File: src/include/hbe_pkg.sv
// Purpose: shared constants for the burst write engine and its bus host
// Assumes: one clock (mclk), synchronous active-high reset
// Notes:   register addresses are full 32-bit byte addresses
// Operation
// - trigger write requests bus, ten writes
// - four byte address registers, byte0 high
// - low two address bits are ignored
// - all ten writes hit same address
// - firmware loads address before trigger
// - done flag is bit 0, resets 0
// - done set before bus is released
// - no interrupt on run completion
// - write 0 clears done, 1 ignored
// - poll done, clear before next trigger
// - done cleared here, read status bit 7
// - write data value is don't care
// - only bus error detected; ignored as slave
// - error while mastering sets log bit 6
// - log bit 6 blocks mastering until cleared
// - error log read-only byte, bits 0-5 others
package hbe_pkg;
    // device register map
    localparam logic [31:0] ADDR_BYTE0  = 32'hF0830000;
    localparam logic [31:0] ADDR_BYTE1  = 32'hF0830004;
    localparam logic [31:0] ADDR_BYTE2  = 32'hF0830008;
    localparam logic [31:0] ADDR_BYTE3  = 32'hF083000C;
    localparam logic [31:0] ADDR_TRIG   = 32'hF0830010;
    localparam logic [31:0] ADDR_DONE   = 32'hF0830020;
    localparam logic [31:0] ADDR_STATUS = 32'hF082F020;
    localparam logic [31:0] ADDR_ERRLOG = 32'h0F02F040;
    localparam int          DONE_BIT    = 0;
    localparam int          STAT_DONE   = 7;
    localparam int          ERR_BURST   = 6;
    localparam logic [3:0]  BURST_LEN   = 4'hA;
    localparam logic [1:0]  BYTE_OFS    = 2'h0;
    // host register offsets on ahb
    localparam logic [7:0]  H_CTRL      = 8'h00;
    localparam logic [7:0]  H_TADDR     = 8'h04;
    localparam logic [7:0]  H_STAT      = 8'h08;
    localparam logic [7:0]  H_ISTAT     = 8'h0C;
    localparam logic [7:0]  H_IMASK     = 8'h10;
    localparam logic [7:0]  H_WCNT      = 8'h14;
    localparam logic [7:0]  H_LADDR     = 8'h18;
    localparam logic [7:0]  H_ERRLOG    = 8'h1C;
    localparam int          CTRL_START  = 0;
    localparam int          CTRL_ERRINJ = 1;
    localparam int          IRQ_DONE    = 0;
    localparam int          IRQ_ERR     = 1;
    localparam logic [31:0] RST_WORD    = 32'h00000000;
    localparam logic [7:0]  RST_BYTE    = 8'h00;
endpackage : hbe_pkg

File: src/include/hbe_if.sv
`timescale 1ns/1ps
// Purpose: register port and system bus between engine and host
// Assumes: both ends on mclk
// Notes:   no clocking block; the bench joins the ends
interface hbe_if (
    input wire logic mclk,    // system clock
    input wire logic rst      // synchronous reset
);
    logic        regWrite;    // register write pulse
    logic        regRead;     // register read pulse
    logic [31:0] regAddr;     // register byte address
    logic [7:0]  regWdata;    // register write byte
    logic [7:0]  regRdata;    // register read byte
    logic        regAck;      // access done pulse
    logic        busReq;      // engine wants the bus
    logic        busGrant;    // arbiter grants the bus
    logic        busWrite;    // one write per cycle
    logic [31:0] busAddr;     // write word address
    logic [31:0] busWdata;    // write data
    logic        busError;    // bus error on this write

    modport dev (input mclk, rst, regWrite, regRead, regAddr, regWdata, busGrant, busError,
                 output regRdata, regAck, busReq, busWrite, busAddr, busWdata);
    modport ctl (input mclk, rst, regRdata, regAck, busReq, busWrite, busAddr, busWdata,
                 output regWrite, regRead, regAddr, regWdata, busGrant, busError);
endinterface : hbe_if

File: src/design/hbe_bus_host.sv
`timescale 1ns/1ps
// Purpose: ahb-lite controlled host: programs engine, arbitrates, sinks writes
// Assumes: single-word ahb transfers, response always okay
// Notes:   zero wait state slave; irq is a level
module hbe_bus_host (
    hbe_if.ctl                link,      // register port and system bus
    input  wire logic         hsel,      // ahb select
    input  wire logic [31:0]  haddr,     // ahb address
    input  wire logic [1:0]   htrans,    // ahb transfer type
    input  wire logic         hwrite,    // ahb write
    input  wire logic [2:0]   hsize,     // ahb size, word only
    input  wire logic [31:0]  hwdata,    // ahb write data
    input  wire logic         hready,    // ahb bus ready
    output logic [31:0]       hrdata,    // ahb read data
    output logic              hreadyout, // ahb slave ready
    output logic              hresp,     // ahb response
    output logic              irq        // level interrupt
);
    typedef enum {H_IDLE, H_ADDR, H_TRIG, H_POLL, H_ERR, H_CLR} hbe_host_st_t;
    typedef struct packed {
        hbe_host_st_t st;
        logic [1:0]   step;
        logic         pend;
        logic         rw;
        logic         rd;
        logic [31:0]  ra;
        logic [7:0]   wd;
        logic [31:0]  taddr;
        logic         errInj;
        logic [1:0]   iStat;
        logic [1:0]   iMask;
        logic [7:0]   wCnt;
        logic [31:0]  lAddr;
        logic [7:0]   errLog;
        logic         grant;
        logic         dSel;
        logic         dWrite;
        logic [7:0]   dAddr;
    } hbe_host_t;

    hbe_host_t s_reg, s_next;
    logic [1:0] iSet;
    logic       berr;

    // issue one register access to the engine
    function automatic hbe_host_t issue(input hbe_host_t s, input logic w, input logic [31:0] a,
                                       input logic [7:0] d);
        issue      = s;
        issue.rw   = w;
        issue.rd   = !w;
        issue.ra   = a;
        issue.wd   = d;
        issue.pend = 1'b1;
        return issue;
    endfunction : issue

    assign berr = s_reg.errInj & link.busWrite;

    // next state
    always_comb begin
        s_next    = s_reg;
        iSet      = 2'b00;
        s_next.rw = 1'b0;
        s_next.rd = 1'b0;
        // ahb address phase capture
        s_next.dSel   = hsel & htrans[1] & hready;
        s_next.dWrite = hwrite;
        s_next.dAddr  = haddr[7:0];
        // arbiter grants while requested; sink counts writes
        s_next.grant = link.busReq;
        if (link.busWrite) begin
            s_next.wCnt  = s_reg.wCnt + 8'h01;
            s_next.lAddr = link.busAddr;
        end
        if (berr) begin
            s_next.errInj = 1'b0;
        end
        // firmware sequence
        if (!s_reg.pend || link.regAck) begin
            s_next.pend = 1'b0;
            case (s_reg.st)
                H_IDLE: ;
                H_ADDR: begin
                    // load all four bytes first
                    s_next = issue(s_next, 1'b1, hbe_pkg::ADDR_BYTE0 + {28'h0, s_reg.step, 2'b00},
                                   8'(s_reg.taddr >> (5'd24 - {s_reg.step, 3'b000})));
                    s_next.step = s_reg.step + 2'h1;
                    if (s_reg.step == 2'h3) s_next.st = H_TRIG;
                end
                H_TRIG: begin
                    s_next = issue(s_next, 1'b1, hbe_pkg::ADDR_TRIG, 8'hFF);
                    s_next.st = H_POLL;
                end
                H_POLL: begin
                    // only a status read answer counts; read data left from an earlier run is stale
                    if (s_reg.pend && s_reg.ra == hbe_pkg::ADDR_STATUS && link.regRdata[hbe_pkg::STAT_DONE]) begin
                        s_next = issue(s_next, 1'b1, hbe_pkg::ADDR_DONE, 8'h00);
                        s_next.st = H_CLR;
                    end else begin
                        s_next = issue(s_next, 1'b0, hbe_pkg::ADDR_ERRLOG, 8'h00);
                        s_next.st = H_ERR;
                    end
                end
                H_ERR: begin
                    s_next.errLog = link.regRdata;
                    if (link.regRdata[hbe_pkg::ERR_BURST]) begin
                        iSet[hbe_pkg::IRQ_ERR] = 1'b1;
                        s_next.st = H_IDLE;
                    end else begin
                        s_next = issue(s_next, 1'b0, hbe_pkg::ADDR_STATUS, 8'h00);
                        s_next.st = H_POLL;
                    end
                end
                H_CLR: begin
                    iSet[hbe_pkg::IRQ_DONE] = 1'b1;
                    s_next.st = H_IDLE;
                end
                default: s_next.st = H_IDLE;
            endcase
        end
        // ahb data phase writes
        if (s_reg.dSel && s_reg.dWrite) begin
            case (s_reg.dAddr)
                hbe_pkg::H_CTRL: begin
                    if (hwdata[hbe_pkg::CTRL_START] && s_reg.st == H_IDLE) begin
                        s_next.st   = H_ADDR;
                        s_next.step = 2'h0;
                    end
                    if (hwdata[hbe_pkg::CTRL_ERRINJ]) s_next.errInj = 1'b1;
                end
                hbe_pkg::H_TADDR: s_next.taddr = hwdata;
                hbe_pkg::H_IMASK: s_next.iMask = hwdata[1:0];
                hbe_pkg::H_WCNT:  s_next.wCnt  = 8'h00;
                default: ;
            endcase
        end
        // sticky status, set wins over write-one clear
        if (s_reg.dSel && s_reg.dWrite && s_reg.dAddr == hbe_pkg::H_ISTAT) begin
            s_next.iStat = (s_reg.iStat & ~hwdata[1:0]) | iSet;
        end else begin
            s_next.iStat = s_reg.iStat | iSet;
        end
        if (link.rst) begin
            s_next = '{st: H_IDLE, step: 2'h0, pend: 1'b0, rw: 1'b0, rd: 1'b0,
                       ra: hbe_pkg::RST_WORD, wd: hbe_pkg::RST_BYTE, taddr: hbe_pkg::RST_WORD,
                       errInj: 1'b0, iStat: 2'b00, iMask: 2'b00, wCnt: hbe_pkg::RST_BYTE,
                       lAddr: hbe_pkg::RST_WORD, errLog: hbe_pkg::RST_BYTE, grant: 1'b0,
                       dSel: 1'b0, dWrite: 1'b0, dAddr: hbe_pkg::RST_BYTE};
        end
    end

    // state register
    always_ff @(posedge link.mclk) begin
        s_reg <= s_next;
    end

    // ahb read mux from registered state
    always_comb begin
        case (s_reg.dAddr)
            hbe_pkg::H_CTRL:   hrdata = {30'h0, s_reg.errInj, 1'b0};
            hbe_pkg::H_TADDR:  hrdata = s_reg.taddr;
            hbe_pkg::H_STAT:   hrdata = {31'h0, s_reg.st != H_IDLE};
            hbe_pkg::H_ISTAT:  hrdata = {30'h0, s_reg.iStat};
            hbe_pkg::H_IMASK:  hrdata = {30'h0, s_reg.iMask};
            hbe_pkg::H_WCNT:   hrdata = {24'h0, s_reg.wCnt};
            hbe_pkg::H_LADDR:  hrdata = s_reg.lAddr;
            hbe_pkg::H_ERRLOG: hrdata = {24'h0, s_reg.errLog};
            default:           hrdata = hbe_pkg::RST_WORD;
        endcase
    end

    assign hreadyout     = 1'b1;
    assign hresp         = 1'b0;
    assign irq           = |(s_reg.iStat & s_reg.iMask);
    assign link.regWrite = s_reg.rw;
    assign link.regRead  = s_reg.rd;
    assign link.regAddr  = s_reg.ra;
    assign link.regWdata = s_reg.wd;
    assign link.busGrant = s_reg.grant;
    assign link.busError = berr;
endmodule : hbe_bus_host

File: src/flat_wrapper.sv
// flat-port wrapper written by rule: the top's interface ports become plain ports
module hbe_bus_host_flat 
  (hsel, haddr, htrans, hwrite, hsize, hwdata, hready, hrdata, hreadyout, hresp, irq, mclk, rst, link_regRdata, link_regAck, link_busReq, link_busWrite, link_busAddr, link_busWdata, link_regWrite, link_regRead, link_regAddr, link_regWdata, link_busGrant, link_busError);
  hbe_if link_i (.mclk(mclk), .rst(rst));
  input  wire logic hsel;
  input  wire logic [31:0] haddr;
  input  wire logic [1:0] htrans;
  input  wire logic hwrite;
  input  wire logic [2:0] hsize;
  input  wire logic [31:0] hwdata;
  input  wire logic hready;
  output logic [31:0] hrdata;
  output logic hreadyout;
  output logic hresp;
  output logic irq;
  input wire logic mclk;
  input wire logic rst;
  input wire logic [$bits(link_i.regRdata)-1:0] link_regRdata;
  input wire logic [$bits(link_i.regAck)-1:0] link_regAck;
  input wire logic [$bits(link_i.busReq)-1:0] link_busReq;
  input wire logic [$bits(link_i.busWrite)-1:0] link_busWrite;
  input wire logic [$bits(link_i.busAddr)-1:0] link_busAddr;
  input wire logic [$bits(link_i.busWdata)-1:0] link_busWdata;
  output wire logic [$bits(link_i.regWrite)-1:0] link_regWrite;
  output wire logic [$bits(link_i.regRead)-1:0] link_regRead;
  output wire logic [$bits(link_i.regAddr)-1:0] link_regAddr;
  output wire logic [$bits(link_i.regWdata)-1:0] link_regWdata;
  output wire logic [$bits(link_i.busGrant)-1:0] link_busGrant;
  output wire logic [$bits(link_i.busError)-1:0] link_busError;
  assign link_i.regRdata = link_regRdata;
  assign link_i.regAck = link_regAck;
  assign link_i.busReq = link_busReq;
  assign link_i.busWrite = link_busWrite;
  assign link_i.busAddr = link_busAddr;
  assign link_i.busWdata = link_busWdata;
  assign link_regWrite = link_i.regWrite;
  assign link_regRead = link_i.regRead;
  assign link_regAddr = link_i.regAddr;
  assign link_regWdata = link_i.regWdata;
  assign link_busGrant = link_i.busGrant;
  assign link_busError = link_i.busError;
  hbe_bus_host u_core (.link(link_i), .hsel(hsel), .haddr(haddr), .htrans(htrans), .hwrite(hwrite), .hsize(hsize), .hwdata(hwdata), .hready(hready), .hrdata(hrdata), .hreadyout(hreadyout), .hresp(hresp), .irq(irq));
endmodule
File: config.mk
export PLATFORM = sky130hd
export DESIGN_NAME = hbe_bus_host_flat
export DESIGN_NICKNAME = d
export VERILOG_FILES = /design/src/include/hbe_pkg.sv /design/src/include/hbe_if.sv /design/src/design/hbe_bus_host.sv /design/src/flat_wrapper.sv
export SDC_FILE = /design/constraint.sdc
export NUM_CORES = 1
export LEC_CHECK = 0
export BUFFER_PORTS_ARGS = -buffer_cell sky130_fd_sc_hd__buf_2
export CAP_MARGIN = 20
export CORE_UTILIZATION = 30
export DETAILED_ROUTE_END_ITERATION = 8
export SYNTH_ARGS = -nofsm -noshare
export SYNTH_HDL_FRONTEND = slang
export SYNTH_SLANG_ARGS = --single-unit
export TNS_END_PERCENT = 5
File: constraint.sdc
create_clock -name mclk -period 2.1 [get_ports mclk]
set_clock_uncertainty 0.05 [all_clocks]
set_input_delay 0 -clock mclk [delete_from_list [all_inputs] [get_ports mclk]]
set_output_delay 0 -clock mclk [all_outputs]
set_load 0.02 [all_outputs]
**After elaboration in Yosys (flattened, before gate mapping)**

Index checks and enable logic that the tools add are counted.

- Logic and storage cells: 91
- Input port bits: 149
- Register bits: 173

- $add $sub $neg: 4
- Shifts and indexed selects: 1
- Reduce and logical (&&, ||, !) cells: 16
- Mux-type cells: 25
- Bitwise gates (word level): 12
- Equal/unequal tests: 15

Operators by type and width:

| kind | number |
|---|---|
| $pmux 141 s4 | 1 |
| $pmux 32 s8 | 1 |
| $mux 173 | 1 |
| $pmux 32 s5 | 1 |
| $mux 142 | 1 |
| $mux 139 | 1 |
| $mux 34 | 3 |
| $eq 32x2->1 const B | 2 |
| $eq 32x3->1 const B | 2 |
| $logic_not 32->1 | 2 |
| $mux 32 | 2 |
| $mux 40 | 1 |
| $mux 33 | 1 |
| $eq 32x1->1 const B | 1 |
| $eq 32x32->1 const B | 1 |
| $eq 8x5->1 const B | 4 |
| $reduce_bool 32->1 | 1 |
| $shr 32x5->8 | 1 |
| $add 29x5->30 const A | 1 |
| $eq 8x4->1 const B | 2 |
| $mux 10 | 1 |
| $add 8x1->8 const B | 1 |
| $eq 8x3->1 const B | 1 |
| $logic_not 8->1 | 1 |
| 19 further kinds | 39 |

**Logic depth before layout (Yosys ltp)**

- Depth after elaboration: 9
- Depth in mapped cells: 8
- Mapped depth without buffers: 6

**Worst setup path after synthesis**

No wires, ideal clock.

- Kind: reg2reg
- Start point: register u_core.s_reg (netlist bit u_core.link.regAddr[27])
- End point: register u_core.s_reg (netlist bit u_core.link.regAddr[15])
- Stages on the path, launching flop included: 6
- Path slack: -78 ps
- Data arrival time: 2012 ps
- Cell sequence: dfxtp_1 -> or4b_1 -> or4_1 -> nor2b_4 -> or4_4 -> o211a_1

- Longest elaborated chain between the ends: 5

Ends and longest elaborated chain:

| item | RTL line | text |
|---|---|---|
| start, declared | hbe_bus_host.sv:41 | `hbe_host_t s_reg, s_next;` |
| start signal, assigned | hbe_bus_host.sv:154 | `s_reg <= s_next;` |
| $eq 32x32->1 | hbe_bus_host.sv:96 | `if (s_reg.pend && s_reg.ra == hbe_pkg::ADDR_STATUS && link.regRdata[hbe_pkg::STAT_DONE]) begin` |
| $logic_and 1x1->1 (2 in a row) | hbe_bus_host.sv:96 |  |
| $mux 142 | hbe_bus_host.sv:96 |  |
| $pmux 141 s4 | hbe_bus_host.sv:81 | `case (s_reg.st)` |

No other way between the ends. The select of a mux whose other input is x is not followed.
A chain may end at the register's enable or synchronous reset.

**Worst setup path after layout**

- Start point: register u_core.s_reg (netlist bit u_core.link.regAddr[4])
- End point: register u_core.s_reg (netlist bit u_core.link.regAddr[15])

Same word-level chain as after synthesis.

==> results.py <==
metrics = {
    "run_status": {
        "status": "complete, but fails checks",
        "violations": "negative setup slack",
    },
    "routing": {
        "drt-initial-drc-count": 420,
        "num_vias": 5852,
        "avgViaCountPerCell": 4.78,
        "remaining_drc_errors": 0,
        "dr.pass1.iters": 5,
        "wl_um": 19100,
        "wl_per_cell_um": 15.6,
        "antenna_left": 0,
    },
    "pwr": {
        "max-vdd-ir-drop_v": 0.000577,
        "power_density_nw_per_um2": 709,
        "p_leak_nw": 3.86,
    },
    "placement": {
        "dp_hpwl_um": 12900,
        "io_buffers": 153,
        "gp_congestion": 0.833,
    },
    "global_routing": {
        "grt_util_all_layers_pct": 17.6,
        "grt_pass1_vias": 5789,
        "grt_pass1_wl_um": 30300,
        "grt_max_degree": 57,
        "grt_overflow_total": 0,
        "antenna_found_initial": 0,
    },
    "logic_synthesis": {
        "synthArstFlopShare_pct": 0,
        "synthCells": 716,
        "synth_area_per_cell_um2": 9.07,
        "syn-cell-area_um2": 6500,
        "ys_types": 58,
        "seq_area_frac_synth_pct": 46.2,
        "yosysWarnings": 0,
        "synth-edff-count": 0,
        "synthFlopType": "dfxtp_1",
        "synth-seq-cells": 150,
    },
    "worst_hold_path": {
        "hold_path.class": "primary input to flip-flop",
    },
    "floorplan": {
        "num_io_pins": 228,
        "die_w_um": 149,
        "die_h_um": 149,
        "coreArea_um2": 21200,
        "start_util_pct": 30.7,
        "num_rows": 53,
        "die-area_um2": 22200,
    },
    "final_layout": {
        "n_fill_cell": 2048,
        "drive_above_1_share_pct": 27.7,
        "layout.nets": 1089,
        "register_area_um2": 3010,
        "largest_reg_flops": 130,
        "area_growth_pct": 40.8,
        "multi_input_area_um2": 3130,
        "post-route-util_pct": 43.2,
    },
    "sta": {
        "setup_viol_count_final": 1,
        "post-route-period-util_pct": 100,
        "slew_violations": 0,
        "rsz0062_at_grt": "yes",
        "finalWorstSetupSlack_ns": -0.00735,
        "worstMarginPinSlew_ns": 0.654,
        "hold_ws_ns": 0.0171,
        "min_period_ns": 2.11,
        "final_hold_viol_count": 0,
        "timing.fmax_mhz": 475,
        "max_slew_margin_pct": 56.3,
    },
    "clocking": {
        "clockBufferDepth": 2,
        "h-tree-depth": 4,
        "clock_latency_ns": 0.42,
        "cts.sinks": 150,
        "cts_tree": "yes",
        "root_buffer": "clkbuf_16",
        "path_clk_slew_ns": 0.06,
        "cts_buffers": 17,
    },
    "critical_path": {
        "cp.required_ns": 2.37,
        "critPathKind": "flip-flop to flip-flop",
        "critPathArrivalTime_ns": 2.38,
        "critPathMaxFanout": 2,
        "startpoint_type": "flip-flop",
        "end_kind": "flip-flop",
    },
    "run": {
        "max_cap_viol_count": 0,
    },
}
-- synth_stat cells, types with 8 or more instances --
master	n	area (µm²)
a22o_1	31	272
nand3_1	9	45.0
and2_1	31	194
nand4_1	9	56.3
dfxtp_1	150	3000
mux2i_1	59	591
nor4_1	10	62.6
nand2_1	98	368
a21oi_1	54	270
nor2b_1	13	81.3
o211ai_1	8	60.1
clkbuf_1	32	120
buf_4	43	323
nor2_1	66	248
o22ai_1	8	50.1
-- final timing paths --
kind	from	end	slack, ns	cells after the start
worst min register to register	u_core.link.regWdata[4]	u_core.link.regWdata[4]	0.40	2
worst min-delay path	rst	u_core.link.regAddr[17]	0.02	2
worst max register to register	u_core.link.regAddr[4]	u_core.link.regAddr[15]	-0.007	5
worst max-delay path	u_core.link.regAddr[4]	u_core.link.regAddr[15]	-0.007	5
-- cells in the final DEF (no fill, tap or decap), drive strengths merged, types with 3 or more instances in the layout --
cell	count
mux2i	59
clkinv	3
xor2	5
inv	4
nor3b	3
nor2	67
nor2b	14
o22ai	8
buf	192
and2	31
and3	7
o211ai	8
nand2b	3
and4	4
dlygate4sd3	86
nand3b	3
a221o	5
nand3	9
dfxtp	150
nand4	9
clkbuf	23
nor3	7
nor4	11
nand2	98
a22o	31
o21ai	6
conb	14
a21oi	56
xnor2	3
-- final cells by class --
cell class	count	share of cell area, %
timing repair buffer	278	22.3
tap	275	3.76
sequential	150	33.0
inverter	4	0.164
clock buffer	23	5.55
antenna	1	0.0274
clock inverter	7	1.03
multi-input combinational	487	34.2
-- routing by layer --
| layer | routed length, µm | up-vias | global-route usage, % | part of all wire (%) |
|---|---|---|---|---|
| met5 | 0 | - | 0 | 0 |
| met4 | 541 | 0 | 8.32 | 2.8 |
| met3 | 878 | 37 | 3.73 | 4.6 |
| met2 | 8830 | 190 | 27.6 | 46 |
| met1 | 8860 | 2741 | 23.1 | 46 |
| li1 | - | 2884 | - | - |
-- kinds of logic after synthesis --
logic type,share of synthesized area [%]
DFF,46.2
adders and majority gates,0.385
AOI/OAI and AO/OA,13.9
muxes,9.09
other,0.116
buffers and inverters,8.46
xor gates and xnor gates,1.08
and+or+nand+nor,20.7
-- worst max-delay path, cell delays in order, from the launching register on --
cell	delay, ns
dfxtp_1	0.31
or4b_1	0.52
or4_4	0.43
nor2b_4	0.14
or4_4	0.42
o211a_1	0.14
-- power by group --
group	switching, mW	internal, mW	leakage [nW]
Combinational	0.207	0.249	2.34
Clock	1.17	1.92	0.293
Sequential	0.0415	2.90	1.22
Total	1.41	5.07	3.86
-- through the flow --
stage               total power [mW]  setup slack (ns)  instances  TNS [ns]  instance area (µm²)
floorplan                       3.18           0.00672        728         0                 6540
global placement                3.31            0.0238       1106         0                 7490
detailed placement              3.32           -0.0204       1106   -0.0204                 7490
CTS                             6.54           -0.0169       1225   -0.0184                 9100
global route                    6.70           -0.0560       1224    -0.218                 9150
finish                          6.49          -0.00735       1225  -0.00735                 9150
-- what timing repair did --
item,4_1_cts,5_1_grt
hold buffers,86,0
hold endpoints to repair,90,0
gates cloned,1,0
pin swaps,2,6
resized for setup,25,13
setup endpoints to repair,30,14
setup buffers,2,0
No activity file was read; power rests on OpenSTA's default activity.
